### config.mk
export PLATFORM = sky130hd
export DESIGN_NAME = dlr_bank
export DESIGN_NICKNAME = d
export VERILOG_FILES = /design/src/core/dlr_pkg.sv /design/src/core/dlr_bank.sv
export VERILOG_INCLUDE_DIRS = /design/src /design/src/core
export SDC_FILE = /design/constraint.sdc
export NUM_CORES = 1
export LEC_CHECK = 0
export BUFFER_PORTS_ARGS = -buffer_cell sky130_fd_sc_hd__buf_2
export CAP_MARGIN = 0
export CORE_AREA = 2 2 136 138
export DETAILED_ROUTE_END_ITERATION = 8
export DIE_AREA = 0 0 138 140
export PLACE_DENSITY_LB_ADDON = 0.2
export REMOVE_ABC_BUFFERS = 1
export SYNTH_ARGS = -nofsm -noshare
export SYNTH_HDL_FRONTEND = slang
export SYNTH_SLANG_ARGS = --single-unit
### constraint.sdc
create_clock -name sys_clk -period 3.7 [get_ports sys_clk]
set_input_delay 0.74 -clock sys_clk [delete_from_list [all_inputs] [get_ports sys_clk]]
set_output_delay 0.74 -clock sys_clk [all_outputs]
set_load 0.02 [all_outputs]
### src/core/dlr_map.svh
// register offsets, field positions and reset values of the dac load bank
`ifndef DLR_MAP_SVH
`define DLR_MAP_SVH
`define DLR_OFF_LOAD_CTRL 8'h1C
`define DLR_OFF_MASK_FIRST 8'h1D
`define DLR_OFF_MASK_SECOND 8'h1E
`define DLR_OFF_INT_OFFSET 8'h1F
`define DLR_OFF_EXT_OFFSET 8'h20
`define DLR_OFF_ANA_OFFSET 8'h21
`define DLR_OFF_DAC_CFG 8'h1B
`define DLR_OFF_CTRL_CFG3 8'h1A
`define DLR_OFF_IRQ_STATUS 8'h40
`define DLR_OFF_IRQ_MASK 8'h41
`define DLR_OFF_BUF_BASE 8'h44
`define DLR_OFF_OUT_BASE 8'h48
`define DLR_RST_ZERO 8'h00
`define DLR_RST_ANA_OFFSET 8'hD8
`define DLR_BIT_REF_AB 4
`define DLR_BIT_REF_CD 5
`define DLR_BIT_PIN_OFF 3
`define DLR_BIT_VDD_MASK 4
`define DLR_LOAD_MODE_REG 2'h3
`define DLR_MASK_SECOND_KEEP 8'h10
`define DLR_LOAD_CTRL_KEEP 8'h30
`define DLR_IRQ_BITS 4
`endif

### src/core/dlr_pkg.sv
// types shared by the dac load bank
package dlr_pkg;
	// host register port request
	typedef struct packed {
		logic [7:0] addr;
		logic [7:0] wdata;
		logic wr;
		logic rd;
	} dlr_bus_req_t;
	// raw measurement input with its valid strobe
	typedef struct packed {
		logic [9:0] temp;
		logic vld;
	} dlr_meas_t;
	// corrected measurement output
	typedef struct packed {
		logic [9:0] temp;
		logic vld;
	} dlr_res_t;
	// load sequencer states
	typedef enum logic [1:0] {
		DLR_IDLE = 2'b01,
		DLR_LOAD = 2'b10
	} dlr_state_t;
	// whole state of the bank
	typedef struct packed {
		dlr_state_t st;
		logic [7:0] load_ctrl;
		logic [7:0] mask1;
		logic [7:0] mask2;
		logic [7:0] int_off;
		logic [7:0] ext_off;
		logic [7:0] ana_off;
		logic [7:0] dac_cfg;
		logic [7:0] ctrl3;
		logic [3:0] pend;
		logic [3:0] irq_st;
		logic [3:0] irq_mk;
		logic [3:0][7:0] buf_r;
		logic [3:0][7:0] out_r;
		logic [7:0] rdata;
		dlr_res_t int_res;
		dlr_res_t ext_res;
		logic [7:0] dac_a_temp;
		logic [1:0] strobe_s;
		logic strobe_prev;
	} dlr_state_all_t;
endpackage

### src/core/dlr_bank.sv
// dac load control, interrupt masks and temperature offset registers
`timescale 1ns/10ps
`default_nettype none
`include "dlr_map.svh"
// Function
// - load bits 0-3 update only their dac
// - load bits honoured only in register mode
// - load bits self-clear, read back zero
// - bit 4 picks reference for dacs a,b
// - bit 5 picks reference for dacs c,d
// - first mask bits 0-4 block temperature sources
// - first mask bits 5-7 block analog inputs 2-4
// - second mask bit 4 blocks supply interrupts
// - internal offset added to internal result
// - external offset added to external result
// - analog offset shifts dac a temperature
// - dac a temperature saturates outside span
// - control bit 3 hands loading to registers
// - mode 11 with control bit 3 set takes loads from register only
module dlr_bank import dlr_pkg::*; (
	input wire logic sys_clk,
	input wire logic sys_rst,
	input wire logic clk_en,
	input wire dlr_bus_req_t bus_req,
	output logic [7:0] bus_rdata,
	input wire logic dac_load_strobe_n,
	input wire dlr_meas_t int_meas,
	input wire dlr_meas_t ext_meas,
	input wire logic [7:0] alert_src,
	input wire logic vdd_alert_src,
	output logic alert_out,
	output dlr_res_t int_result,
	output dlr_res_t ext_result,
	output logic [7:0] dac_a_temp_code,
	output logic [3:0][7:0] dac_out_code,
	output logic ref_int_ab,
	output logic ref_int_cd,
	output logic irq_out
);
	dlr_state_all_t s_q; // registered state
	dlr_state_all_t s_d; // next state
	logic reg_mode; // register-driven loading selected
	logic pin_fall; // synchronised strobe pin fell
	logic [3:0] irq_ev; // interrupt events
	logic [10:0] sum_int; // wide internal sum
	logic [10:0] sum_ext; // wide external sum
	logic [8:0] sum_ana; // wide dac a sum
	logic [3:0] load_now; // dacs loaded this cycle

	// sign-extend an 8-bit offset to the 11-bit sum width
	function automatic logic [10:0] sx8(input logic [7:0] v);
		sx8 = {{3{v[7]}}, v};
	endfunction

	// decode and next-state logic
	always_comb begin
		s_d = s_q;
		reg_mode = s_q.ctrl3[`DLR_BIT_PIN_OFF] &&
			(s_q.dac_cfg[5:4] == `DLR_LOAD_MODE_REG);
		pin_fall = s_q.strobe_prev & ~s_q.strobe_s[1];
		load_now = 4'h0;
		irq_ev = 4'h0;
		// offsets applied to the results
		sum_int = {int_meas.temp[9], int_meas.temp} +
			(sx8(s_q.int_off) << 2);
		sum_ext = {ext_meas.temp[9], ext_meas.temp} +
			(sx8(s_q.ext_off) << 2);
		// dac a path in whole degrees
		sum_ana = {s_q.int_res.temp[9], s_q.int_res.temp[9:2]} +
			{s_q.ana_off[7], s_q.ana_off};
		// strobe synchroniser
		s_d.strobe_s = {s_q.strobe_s[0], dac_load_strobe_n};
		s_d.strobe_prev = s_q.strobe_s[1];
		s_d.rdata = 8'h00;
		s_d.int_res.vld = 1'b0;
		s_d.ext_res.vld = 1'b0;
		s_d.load_ctrl[3:0] = 4'h0;
		s_d.st = DLR_IDLE;
		// store corrected results
		if (int_meas.vld) begin
			s_d.int_res.temp = sum_int[9:0];
			s_d.int_res.vld = 1'b1;
		end
		if (ext_meas.vld) begin
			s_d.ext_res.temp = sum_ext[9:0];
			s_d.ext_res.vld = 1'b1;
		end
		// saturate dac a temperature
		if (sum_ana[8] != sum_ana[7]) begin
			s_d.dac_a_temp = sum_ana[8] ? 8'h80 : 8'h7F;
		end else begin
			s_d.dac_a_temp = sum_ana[7:0];
		end
		// pending loads from the register or from the pin
		if (s_q.st == DLR_LOAD) begin
			load_now = s_q.pend;
		end
		if (!s_q.ctrl3[`DLR_BIT_PIN_OFF] && pin_fall) begin
			load_now = 4'hF;
		end
		// move buffer to output for loaded dacs
		for (int i = 0; i < 4; i++) begin
			if (load_now[i]) begin
				s_d.out_r[i] = s_q.buf_r[i];
			end
		end
		irq_ev = load_now;
		s_d.pend = 4'h0;
		// register writes
		if (bus_req.wr) begin
			case (bus_req.addr)
				`DLR_OFF_LOAD_CTRL: begin
					s_d.load_ctrl = bus_req.wdata & `DLR_LOAD_CTRL_KEEP;
					if (reg_mode) begin
						s_d.pend = bus_req.wdata[3:0];
						s_d.st = DLR_LOAD;
					end
				end
				`DLR_OFF_MASK_FIRST: s_d.mask1 = bus_req.wdata;
				`DLR_OFF_MASK_SECOND:
					s_d.mask2 = bus_req.wdata & `DLR_MASK_SECOND_KEEP;
				`DLR_OFF_INT_OFFSET: s_d.int_off = bus_req.wdata;
				`DLR_OFF_EXT_OFFSET: s_d.ext_off = bus_req.wdata;
				`DLR_OFF_ANA_OFFSET: s_d.ana_off = bus_req.wdata;
				`DLR_OFF_DAC_CFG: s_d.dac_cfg = bus_req.wdata;
				`DLR_OFF_CTRL_CFG3: s_d.ctrl3 = bus_req.wdata;
				`DLR_OFF_IRQ_MASK: s_d.irq_mk = bus_req.wdata[3:0];
				default: begin
				end
			endcase
			// buffer registers of the four dacs
			if (bus_req.addr[7:2] == `DLR_OFF_BUF_BASE >> 2) begin
				s_d.buf_r[bus_req.addr[1:0]] = bus_req.wdata;
			end
		end
		// sticky status: set wins over write-one clear
		if (bus_req.wr && bus_req.addr == `DLR_OFF_IRQ_STATUS) begin
			s_d.irq_st = s_q.irq_st & ~bus_req.wdata[3:0];
		end
		s_d.irq_st = s_d.irq_st | irq_ev;
		// register reads, answer next cycle
		if (bus_req.rd) begin
			case (bus_req.addr)
				// command bits always read back as zero
				`DLR_OFF_LOAD_CTRL: s_d.rdata = {s_q.load_ctrl[7:4], 4'h0};
				`DLR_OFF_MASK_FIRST: s_d.rdata = s_q.mask1;
				`DLR_OFF_MASK_SECOND: s_d.rdata = s_q.mask2;
				`DLR_OFF_INT_OFFSET: s_d.rdata = s_q.int_off;
				`DLR_OFF_EXT_OFFSET: s_d.rdata = s_q.ext_off;
				`DLR_OFF_ANA_OFFSET: s_d.rdata = s_q.ana_off;
				`DLR_OFF_DAC_CFG: s_d.rdata = s_q.dac_cfg;
				`DLR_OFF_CTRL_CFG3: s_d.rdata = s_q.ctrl3;
				`DLR_OFF_IRQ_STATUS: s_d.rdata = {4'h0, s_q.irq_st};
				`DLR_OFF_IRQ_MASK: s_d.rdata = {4'h0, s_q.irq_mk};
				default: begin
					if (bus_req.addr[7:2] == `DLR_OFF_OUT_BASE >> 2) begin
						s_d.rdata = s_q.out_r[bus_req.addr[1:0]];
					end else if (bus_req.addr[7:2] == `DLR_OFF_BUF_BASE >> 2) begin
						s_d.rdata = s_q.buf_r[bus_req.addr[1:0]];
					end
				end
			endcase
		end
	end

	// state register with clock enable
	// the whole bank freezes while clk_en is low, including the pin
	// synchroniser, so a strobe pulse that starts and ends within a freeze is lost;
	// a strobe still low when the enable returns is only seen late
	always_ff @(posedge sys_clk) begin
		if (sys_rst) begin
			s_q <= '0;
			s_q.st <= DLR_IDLE;
			s_q.ana_off <= `DLR_RST_ANA_OFFSET;
			s_q.strobe_s <= 2'b11;
			s_q.strobe_prev <= 1'b1;
		end else if (clk_en) begin
			s_q <= s_d;
		end
	end

	// alert gating by the two mask registers
	assign alert_out = |(alert_src & ~s_q.mask1) |
		(vdd_alert_src & ~s_q.mask2[`DLR_BIT_VDD_MASK]);
	assign irq_out = |(s_q.irq_st & s_q.irq_mk);
	assign bus_rdata = s_q.rdata;
	assign int_result = s_q.int_res;
	assign ext_result = s_q.ext_res;
	assign dac_a_temp_code = s_q.dac_a_temp;
	assign dac_out_code = s_q.out_r;
	assign ref_int_ab = s_q.load_ctrl[`DLR_BIT_REF_AB];
	assign ref_int_cd = s_q.load_ctrl[`DLR_BIT_REF_CD];

	// load bits never read back as ones
	load_selfclear_a: assert property (@(posedge sys_clk) disable iff (sys_rst)
		s_q.load_ctrl[3:0] == 4'h0) else $error("load bits stuck");
	// register load leaves dac a alone unless it is selected
	load_select_a: assert property (@(posedge sys_clk) disable iff (sys_rst)
		clk_en && bus_req.wr && bus_req.addr == `DLR_OFF_LOAD_CTRL && reg_mode
		&& !bus_req.wdata[0] ##1 clk_en && s_q.ctrl3[`DLR_BIT_PIN_OFF]
		|=> $stable(s_q.out_r[0])) else $error("dac a loaded unasked");
	// load refused outside register mode
	load_gate_a: assert property (@(posedge sys_clk) disable iff (sys_rst)
		clk_en && bus_req.wr && bus_req.addr == `DLR_OFF_LOAD_CTRL && !reg_mode
		|=> s_q.pend == 4'h0) else $error("load taken in wrong mode");
	// reference bits follow the written value
	ref_select_a: assert property (@(posedge sys_clk) disable iff (sys_rst)
		clk_en && bus_req.wr && bus_req.addr == `DLR_OFF_LOAD_CTRL
		|=> ref_int_ab == $past(bus_req.wdata[4]) &&
		ref_int_cd == $past(bus_req.wdata[5])) else $error("ref wrong");
	// masked first sources never raise alert
	mask_first_a: assert property (@(posedge sys_clk) disable iff (sys_rst)
		(alert_src & ~s_q.mask1) == 8'h00 && !vdd_alert_src |-> !alert_out)
		else $error("masked source alerted");
	// supply alert blocked by second mask
	mask_vdd_a: assert property (@(posedge sys_clk) disable iff (sys_rst)
		alert_src == 8'h00 && vdd_alert_src |->
		alert_out == !s_q.mask2[`DLR_BIT_VDD_MASK]) else $error("vdd mask");
	// internal result carries the offset
	int_offset_a: assert property (@(posedge sys_clk) disable iff (sys_rst)
		clk_en && int_meas.vld |=> int_result.temp ==
		$past(int_meas.temp) + {$past(s_q.int_off), 2'b00})
		else $error("internal offset wrong");
	// dac a temperature clamps at the bottom of span
	dac_sat_a: assert property (@(posedge sys_clk) disable iff (sys_rst)
		clk_en && sum_ana[8] && !sum_ana[7] |=> dac_a_temp_code == 8'h80)
		else $error("dac a not saturated");
	// pin strobe loads only in pin mode
	pin_mode_a: assert property (@(posedge sys_clk) disable iff (sys_rst)
		clk_en && s_q.ctrl3[`DLR_BIT_PIN_OFF] && s_q.st == DLR_IDLE
		|=> $stable(dac_out_code)) else $error("pin load in reg mode");

	// second reference bit follows the written value
	// dacs c and d switch reference one cycle after the write
	ref_cd_a: assert property (@(posedge sys_clk) disable iff (sys_rst)
		clk_en && bus_req.wr && bus_req.addr == `DLR_OFF_LOAD_CTRL
		|=> ref_int_cd == $past(bus_req.wdata[5]))
		else $error("second reference wrong");

	// unmasked temperature source always raises alert
	// alert is combinational, so it follows the source at once
	mask_temp_a: assert property (@(posedge sys_clk) disable iff (sys_rst)
		(alert_src[4:0] & ~s_q.mask1[4:0]) != 5'h00 |-> alert_out)
		else $error("temperature alert lost");

	// unmasked analog input always raises alert
	// bits 5 to 7 stand for analog inputs 2 to 4
	mask_analog_a: assert property (@(posedge sys_clk) disable iff (sys_rst)
		(alert_src[7:5] & ~s_q.mask1[7:5]) != 3'h0 |-> alert_out)
		else $error("analog alert lost");

	// reserved bits of the second mask stay zero
	// only the supply mask bit is kept
	vdd_reserved_a: assert property (@(posedge sys_clk) disable iff (sys_rst)
		(s_q.mask2 & ~`DLR_MASK_SECOND_KEEP) == 8'h00)
		else $error("second mask reserved set");

	// external result carries its offset
	// offset is whole degrees, result is quarter degrees
	ext_offset_a: assert property (@(posedge sys_clk) disable iff (sys_rst)
		clk_en && ext_meas.vld |=> ext_result.temp ==
		$past(ext_meas.temp) + {$past(s_q.ext_off), 2'b00})
		else $error("external offset wrong");

	// in-span dac a temperature is the plain sum
	// the analog offset moves zero volts along the scale
	ana_offset_a: assert property (@(posedge sys_clk) disable iff (sys_rst)
		clk_en && sum_ana[8] == sum_ana[7]
		|=> dac_a_temp_code == $past(sum_ana[7:0]))
		else $error("analog offset wrong");

	// dac a temperature clamps at the top of span
	// overflow above plus 127 degrees gives the code 7F
	dac_sat_hi_a: assert property (@(posedge sys_clk) disable iff (sys_rst)
		clk_en && !sum_ana[8] && sum_ana[7] |=> dac_a_temp_code == 8'h7F)
		else $error("dac a not clamped high");

	// register command arms exactly the written bits
	// pending bits are consumed in the following cycle
	load_pend_a: assert property (@(posedge sys_clk) disable iff (sys_rst)
		clk_en && bus_req.wr && bus_req.addr == `DLR_OFF_LOAD_CTRL && reg_mode
		|=> s_q.pend == $past(bus_req.wdata[3:0]))
		else $error("load bits not armed");

	// load field other than 11 arms nothing
	// the other field codes belong to data writes, not here
	mode_field_a: assert property (@(posedge sys_clk) disable iff (sys_rst)
		clk_en && bus_req.wr && bus_req.addr == `DLR_OFF_LOAD_CTRL &&
		s_q.ctrl3[`DLR_BIT_PIN_OFF] &&
		s_q.dac_cfg[5:4] != `DLR_LOAD_MODE_REG
		|=> s_q.pend == 4'h0) else $error("load armed in wrong field");

	// armed load copies the buffer of dac a
	// the output keeps its code until this moment
	reg_load_a: assert property (@(posedge sys_clk) disable iff (sys_rst)
		clk_en && s_q.st == DLR_LOAD && s_q.pend[0]
		|=> dac_out_code[0] == $past(s_q.buf_r[0]))
		else $error("dac a load missed");

	// armed load copies the buffer of dac d
	// checks the far end of the output array
	reg_load_d_a: assert property (@(posedge sys_clk) disable iff (sys_rst)
		clk_en && s_q.st == DLR_LOAD && s_q.pend[3]
		|=> dac_out_code[3] == $past(s_q.buf_r[3]))
		else $error("dac d load missed");

	// pin strobe in pin mode loads all four
	// the edge is seen two flops after the pin falls
	pin_load_a: assert property (@(posedge sys_clk) disable iff (sys_rst)
		clk_en && !s_q.ctrl3[`DLR_BIT_PIN_OFF] && pin_fall
		|=> dac_out_code == $past(s_q.buf_r))
		else $error("pin load missed");
endmodule
`default_nettype wire

=== Yosys cells after proc, flatten, opt, wreduce, memory -nomap -nowiden ===
Index checks and enable logic that the tools add are counted.

* Register bits after elaboration: 170
* Logic and storage cells: 112
* Input port bits: 53
* Output and inout port bits: 74

* Add/subtract/negate cells: 3
* Bitwise logic cells: 11
* Multiplexer cells: 30
* Magnitude comparators: 2
* Reduce and logical (&&, ||, !) cells: 23
* Eq/ne operators: 15

{| class="wikitable"
|+ Operator list
! operator !! number
|-
| 2-to-1 mux 8 bit || 14
|-
| one-hot mux 8 bit (10 select lines) || 1
|-
| 2-to-1 mux 70 bit || 1
|-
| equality test 8 x 5 -> 1 bit, second input constant || 6
|-
| binary-select mux 8 bit (select 2 bit) || 2
|-
| bitwise mux 32 bit || 1
|-
| AND reduction 3 bit || 10
|-
| adder 10 bit || 2
|-
| 2-to-1 mux 4 bit || 5
|-
| demux 8 bit (select 2 bit) || 1
|-
| equality test 8 x 6 -> 1 bit, second input constant || 2
|-
| equality test 8 x 7 -> 1 bit, second input constant || 2
|-
| equality test 6 x 5 -> 1 bit, second input constant || 2
|-
| AND reduction 2 bit || 6
|-
| 2-to-1 mux 10 bit || 1
|-
| adder 8 x 8 -> 9 bit || 1
|-
| AND 4 bit || 2
|-
| AND 8 bit || 1
|-
| inverter 8 bit || 1
|-
| OR reduction 8 bit || 1
|-
| 2-to-1 mux 5 bit || 1
|-
| equality test 2 bit, second input constant || 2
|-
| logical AND 1 bit || 4
|-
| inverter 4 bit || 1
|-
| 11 further kinds || 14
|}

=== Longest topological paths before layout ===
* Depth in word-level cells: 6
* Gate-level depth with buffers: 9
* Gate-level depth less buffers: 9

=== Worst setup path before layout ===
Ideal clock, no wire load.

* Path kind: in2reg
* From: in bus_req[10] (netlist name)
* To: reg s_q, in the netlist bus_rdata[0]
* Buffers on the path: 2
* Cell stages on the path: 7
* Data arrival time: 2.189 ns
* Slack: 1.386 ns
* Required time: 3.575 ns
* Setup time: 0.125 ns
* Cell sequence: buf_2 -> buf_2 -> mux4_2 -> a22oi_1 -> nor2_1 -> a221oi_1 -> o21ai_0

* Longest elaborated chain between the ends: 6
* Elaborated cells between the ends (all ways): 18
* Classes of those cells: eq/ne (10); mux (8)

{| class="wikitable"
|+ Ends and longest elaborated chain
! element !! line !! source
|-
| start, declared || dlr_bank.sv:24 || <nowiki>input wire dlr_bus_req_t bus_req,</nowiki>
|-
| binary-select mux 8 bit (select 2 bit) || dlr_bank.sv:159 || <nowiki>s_d.rdata = s_q.buf_r[bus_req.addr[1:0]];</nowiki>
|-
| 2-to-1 mux 8 bit (implied by the code) || dlr_bank.sv:159 ||
|-
| 2-to-1 mux 8 bit || dlr_bank.sv:158 || <nowiki>end else if (bus_req.addr[7:2] == `DLR_OFF_BUF_BASE >> 2) begin</nowiki>
|-
| 2-to-1 mux 8 bit || dlr_bank.sv:156 || <nowiki>if (bus_req.addr[7:2] == `DLR_OFF_OUT_BASE >> 2) begin</nowiki>
|-
| one-hot mux 8 bit (10 select lines) * || dlr_bank.sv:143 || <nowiki>case (bus_req.addr)</nowiki>
|-
| 2-to-1 mux 8 bit * || dlr_bank.sv:142 || <nowiki>if (bus_req.rd) begin</nowiki>
|-
| end, declared || dlr_bank.sv:40 || <nowiki>dlr_state_all_t s_q;</nowiki>
|}

Every way passes the cells marked *; elsewhere a longest branch is shown, timed or not. The select of a mux whose other input is x is not followed.
A chain may end at the register's enable or synchronous reset.

=== Worst setup path after layout ===
* From: in bus_req[15] (netlist name)
* To: reg s_q[92] (netlist name)

* Longest elaborated chain between the ends: 2

{| class="wikitable"
|+ Ends and longest elaborated chain
! element !! line !! source
|-
| equality test 6 x 5 -> 1 bit || dlr_bank.sv:132 || <nowiki>if (bus_req.addr[7:2] == `DLR_OFF_BUF_BASE >> 2) begin</nowiki>
|-
| AND reduction 3 bit (no source line) || - ||
|}

Every way passes these cells.

==> out/summary.md <==
The flow ran to the end, and the final reports show no timing, DRC or antenna violations. The number of port buffers works out to 126. The worst setup path is of the input pin to register kind.

The post-detailed-routing wire length came out at 22700 microns. Of all nets on the critical path, the largest fanout is 8. The highest signal layer in the routed design is met4. Synthesis instantiated 62 different standard cells from the library. The logs give 10000 microns for the met1 routed wirelength after detailed routing and 6957 for the via count. The count of hold buffers inserted by post-cts repair is 0.

After detailed routing, the number of vias per cell comes to 5.62. The static leakage came out at 0.00415 uW. Setup repair after global routing left no endpoint under its margin. The tool flagged a number of max-cap violations equal to 0. Measured on the finished design, the core utilization comes to 54.1%. For the number of top-level design ports, the log shows 127. The worst hold slack across all endpoints is 0.451 ns.

The proportion of total power due to net switching was 27.2%. Measured against its own limit, the worst slew margin works out to 39.2%. Measured in cells, the most critical reg-to-reg path has a length of 7. In this run the register-to-register setup slack is 1.31 ns.

Wire length of the first global-routing pass: 36200 microns. The share of final-layout standard cells stronger than drive strength 1 is 19.0%. The logs give 0 for the number of nets with antenna violations after routing and 170 for the number of sinks handled by clock tree synthesis. The repair_antennas step left the layout with diodes totalling 0.

Per report_power, the clock group accounts for 45.6% of the total. In this run the clock root is driven by a sky130_fd_sc_hd__clkbuf_16. The flip-flop cell with the highest count after synthesis was sky130_fd_sc_hd__dfxtp_1. sky130_fd_sc_hd__dfxtp_1 takes more of the synthesized area than any other cell. The HPWL after detailed placement is 16400 microns. Combinational logic burns 8.2% of the power. Global routing finished with a remaining overflow of 0. The synthesized design contains 170 register bits. In the global route stage, overall resource usage came out at 23.7%. The tools report the die area as 19300 sq um. The post-synthesis instance area was 8770 sq um; the cell depth of the worst hold path was 2. The total CTS buffers came out at 17. The arrival time at the worst endpoint is 2.79 ns, and the number of antenna violations at the first check in global routing is 0. For this design the total switching power over the nets is 1100 uW. Power per cell area: 420 nW/um^2. Setup violations remaining at the end of the flow were counted as 0. In the final design database the tool counted 1075 nets. Clock skew on the completed layout was measured at 0.0127 ns. After filler insertion, the fill cell instance count of the layout stands at 1657. For this run, design rule violations remaining after detail routing come to 0. The end point of the most critical hold path is ext_result[7]. Synthesis produced 972 cells.

The startpoint identified for the worst hold timing path is ext_result[7]. The initial utilization of the core area, before any placement, comes to 49.3%. Total count of max-transition violations in the final report: 0.

The worst setup path is captured at a register. CTS built an H-tree with a depth of 4. Of all flip-flops after synthesis, the portion carrying an async set or reset was 0%.

VDD sags by at most 0.338 mV. The tools report the number of global-route vias before repair as 6571. In this run, the number of DRC markers left after iteration 0 of detailed routing was 537.

The slowest cell on the critical path was sky130_fd_sc_hd__nor4b_4. For the insertion delay to the later sink of the worst-skew pair, the log shows 0.44 ns. After synthesis, the cell types taking the most area are sky130_fd_sc_hd__dfxtp_1 (39%), sky130_fd_sc_hd__mux2i_1 (13%), sky130_fd_sc_hd__buf_4 (6.1%). Once the clock tree was built, the resizer swapped 0 gates to a different size.

The height of the chip was 140 microns. Ranked by instance count, the synthesized netlist is headed by sky130_fd_sc_hd__dfxtp_1 (170), sky130_fd_sc_hd__nor2_1 (126), sky130_fd_sc_hd__mux2i_1 (112). The share of synthesized area in the top cell type comes to 38.8%. Sequential cells were found to cover 38.8% of the synthesized design area. The logs give 4.00 ns for the required time of the worst setup path and 17800 sq um for the area of the core region.

The internal power of the cells totals 2940 uW. The mean instance size in the synthesized netlist is 9.02 sq um, and the sum of negative setup slack is 0 ns. For this run, the slowest stage of the critical path takes 0.57 ns.

Timing would allow up to 0.400 GHz. The layout overhead on the synthesized area is 9.68%, and the pin slew with the least headroom to its limit is 0.910 ns. Type of the tightest min-delay check: register to register. For the largest net degree at the start of global routing, the log shows 134. The hold violation count in the final report came out at 0. The maximum clock path buffer count came out at 2.

After clock tree synthesis, the clock-pin slew on the worst setup and hold paths is 0.07 ns. The number of setup buffers added after CTS was 0. Measured along the x axis, the die boundary spans 138 microns.

Traced cell by cell, the critical path runs through buf_2 > nor4b_4 > nand3_2 > nor3b_2 > and3_1 > mux2i_1 > nor2_1. The startpoint of the lowest-slack register-to-register path is s_q[137]. The logs give 5 for the number of iterations in the first detailed-routing pass and 1200 microns for the routed length on met3. The final RePlAce weighted congestion is 0.886. The post-route fraction of the period consumed by the critical path works out to 67.5%. The startpoint type of the worst setup path was an input pin. The count of flip-flops with a built-in enable after synthesis was 0. TritonCTS built the clock tree.

The average detailed-routed wire length per instance is 18.3 microns, and the share of power burned in registers is 46.2%. The shortest clock period the worst path allows after layout was 2.50 ns; the count of yosys warnings during synthesis was 0. The initialized floorplan defines 49 standard-cell rows.

The met2 layer wire length in the routed design was 11100 microns. Among all cell types in the netlist, the one instantiated most often is sky130_fd_sc_hd__dfxtp_1. The reg-to-reg critical path endpoint is dac_a_temp_code[4].
==> critical path: cells and delay by family <==
family | cells | cell delay [ns]
buf+inv | 1 | 0.13
simple gates | 5 | 1.65
mux | 1 | 0.26
==> worst max-delay path by stage <==
stage | start | cells after the start | to | slack (ns)
6_report | bus_req[15] | 7 | s_q[92] | 1.20
3_5_place_dp | bus_req[15] | 7 | s_q[89] | 0.82
4_1_cts | bus_req[15] | 7 | s_q[92] | 1.25
2_1_floorplan | bus_req[15] | 6 | s_q[89] | 1.35
5_1_grt | s_q[133] | 9 | dac_a_temp_code[0] | 1.08
3_3_place_gp | bus_req[15] | 7 | s_q[95] | 0.89
==> power groups by stage <==
stage	Combinational, uW	Clock, uW	Sequential (uW)
CTS	331	1870	1870
detailed placement	330	0	1910
finish	331	1840	1870
global placement	329	0	1910
global route	364	1940	1870
floorplan	136	0	1930
==> stage by stage <==
step	power (uW)	std cells	setup slack, ns	cell area (sq um)
after CTS	4070	1239	1.25	9620
after global routing	4170	1239	1.08	9620
after global placement	2240	1207	0.893	8990
final	4040	1239	1.20	9620
after detailed placement	2240	1207	0.824	8990
after floorplan	2070	844	1.35	8000
==> layout by cell type (no fill, tap or decap), drive strengths merged, types with 9 or more instances in the layout <==
cell and count:
nor2b 10, mux2i 112, a21oi 58, dfxtp 170, buf 134, nor3 10
clkbuf 17, xnor2 10, a221oi 9, o21ai 28, ha 22, nand3 13
a22oi 24, mux4 16, nand2 111, nor2 128, clkinv 10, inv 21
==> per-layer routing <==
metal / vias to the layer above / track usage, %
li1: 3419 / -
met1: 3291 / 31.2
met2: 210 / 39.7
met3: 37 / 4.62
met4: 0 / 7.30
met5: - / 0
==> registers in the layout, indices dropped and copies added (netlist names), 2 cells and up <==
register,cells
dac_out_code,32
bus_rdata,8
s_d,2
int_result,11
s_q,96
dac_a_temp_code,8
ext_result,11
==> layout make-up <==
type	count	area, sq um	share of cell area (%)
Inverter	18	67.6	0.702
Multi-Input combinational cell	656	4530	47.1
Timing Repair Buffer	134	706	7.33
Clock inverter	15	204	2.12
Clock buffer	17	425	4.42
Tap cell	229	287	2.98
Sequential cell	170	3400	35.4
==> cell families after synthesis <==
| logic type | after synthesis | share of synthesized area, % |
|---|---|---|
| adder cells (fa/ha/maj) | 25 | 3.82 |
| AO/OA/AOI/OAI | 172 | 12.8 |
| flip-flops | 170 | 38.8 |
| XOR/XNOR | 16 | 1.60 |
| buffers and inverters | 146 | 9.57 |
| multiplexers | 130 | 17.1 |
| AND/OR/NAND/NOR | 313 | 16.3 |
(Power assumes the default switching activity.)
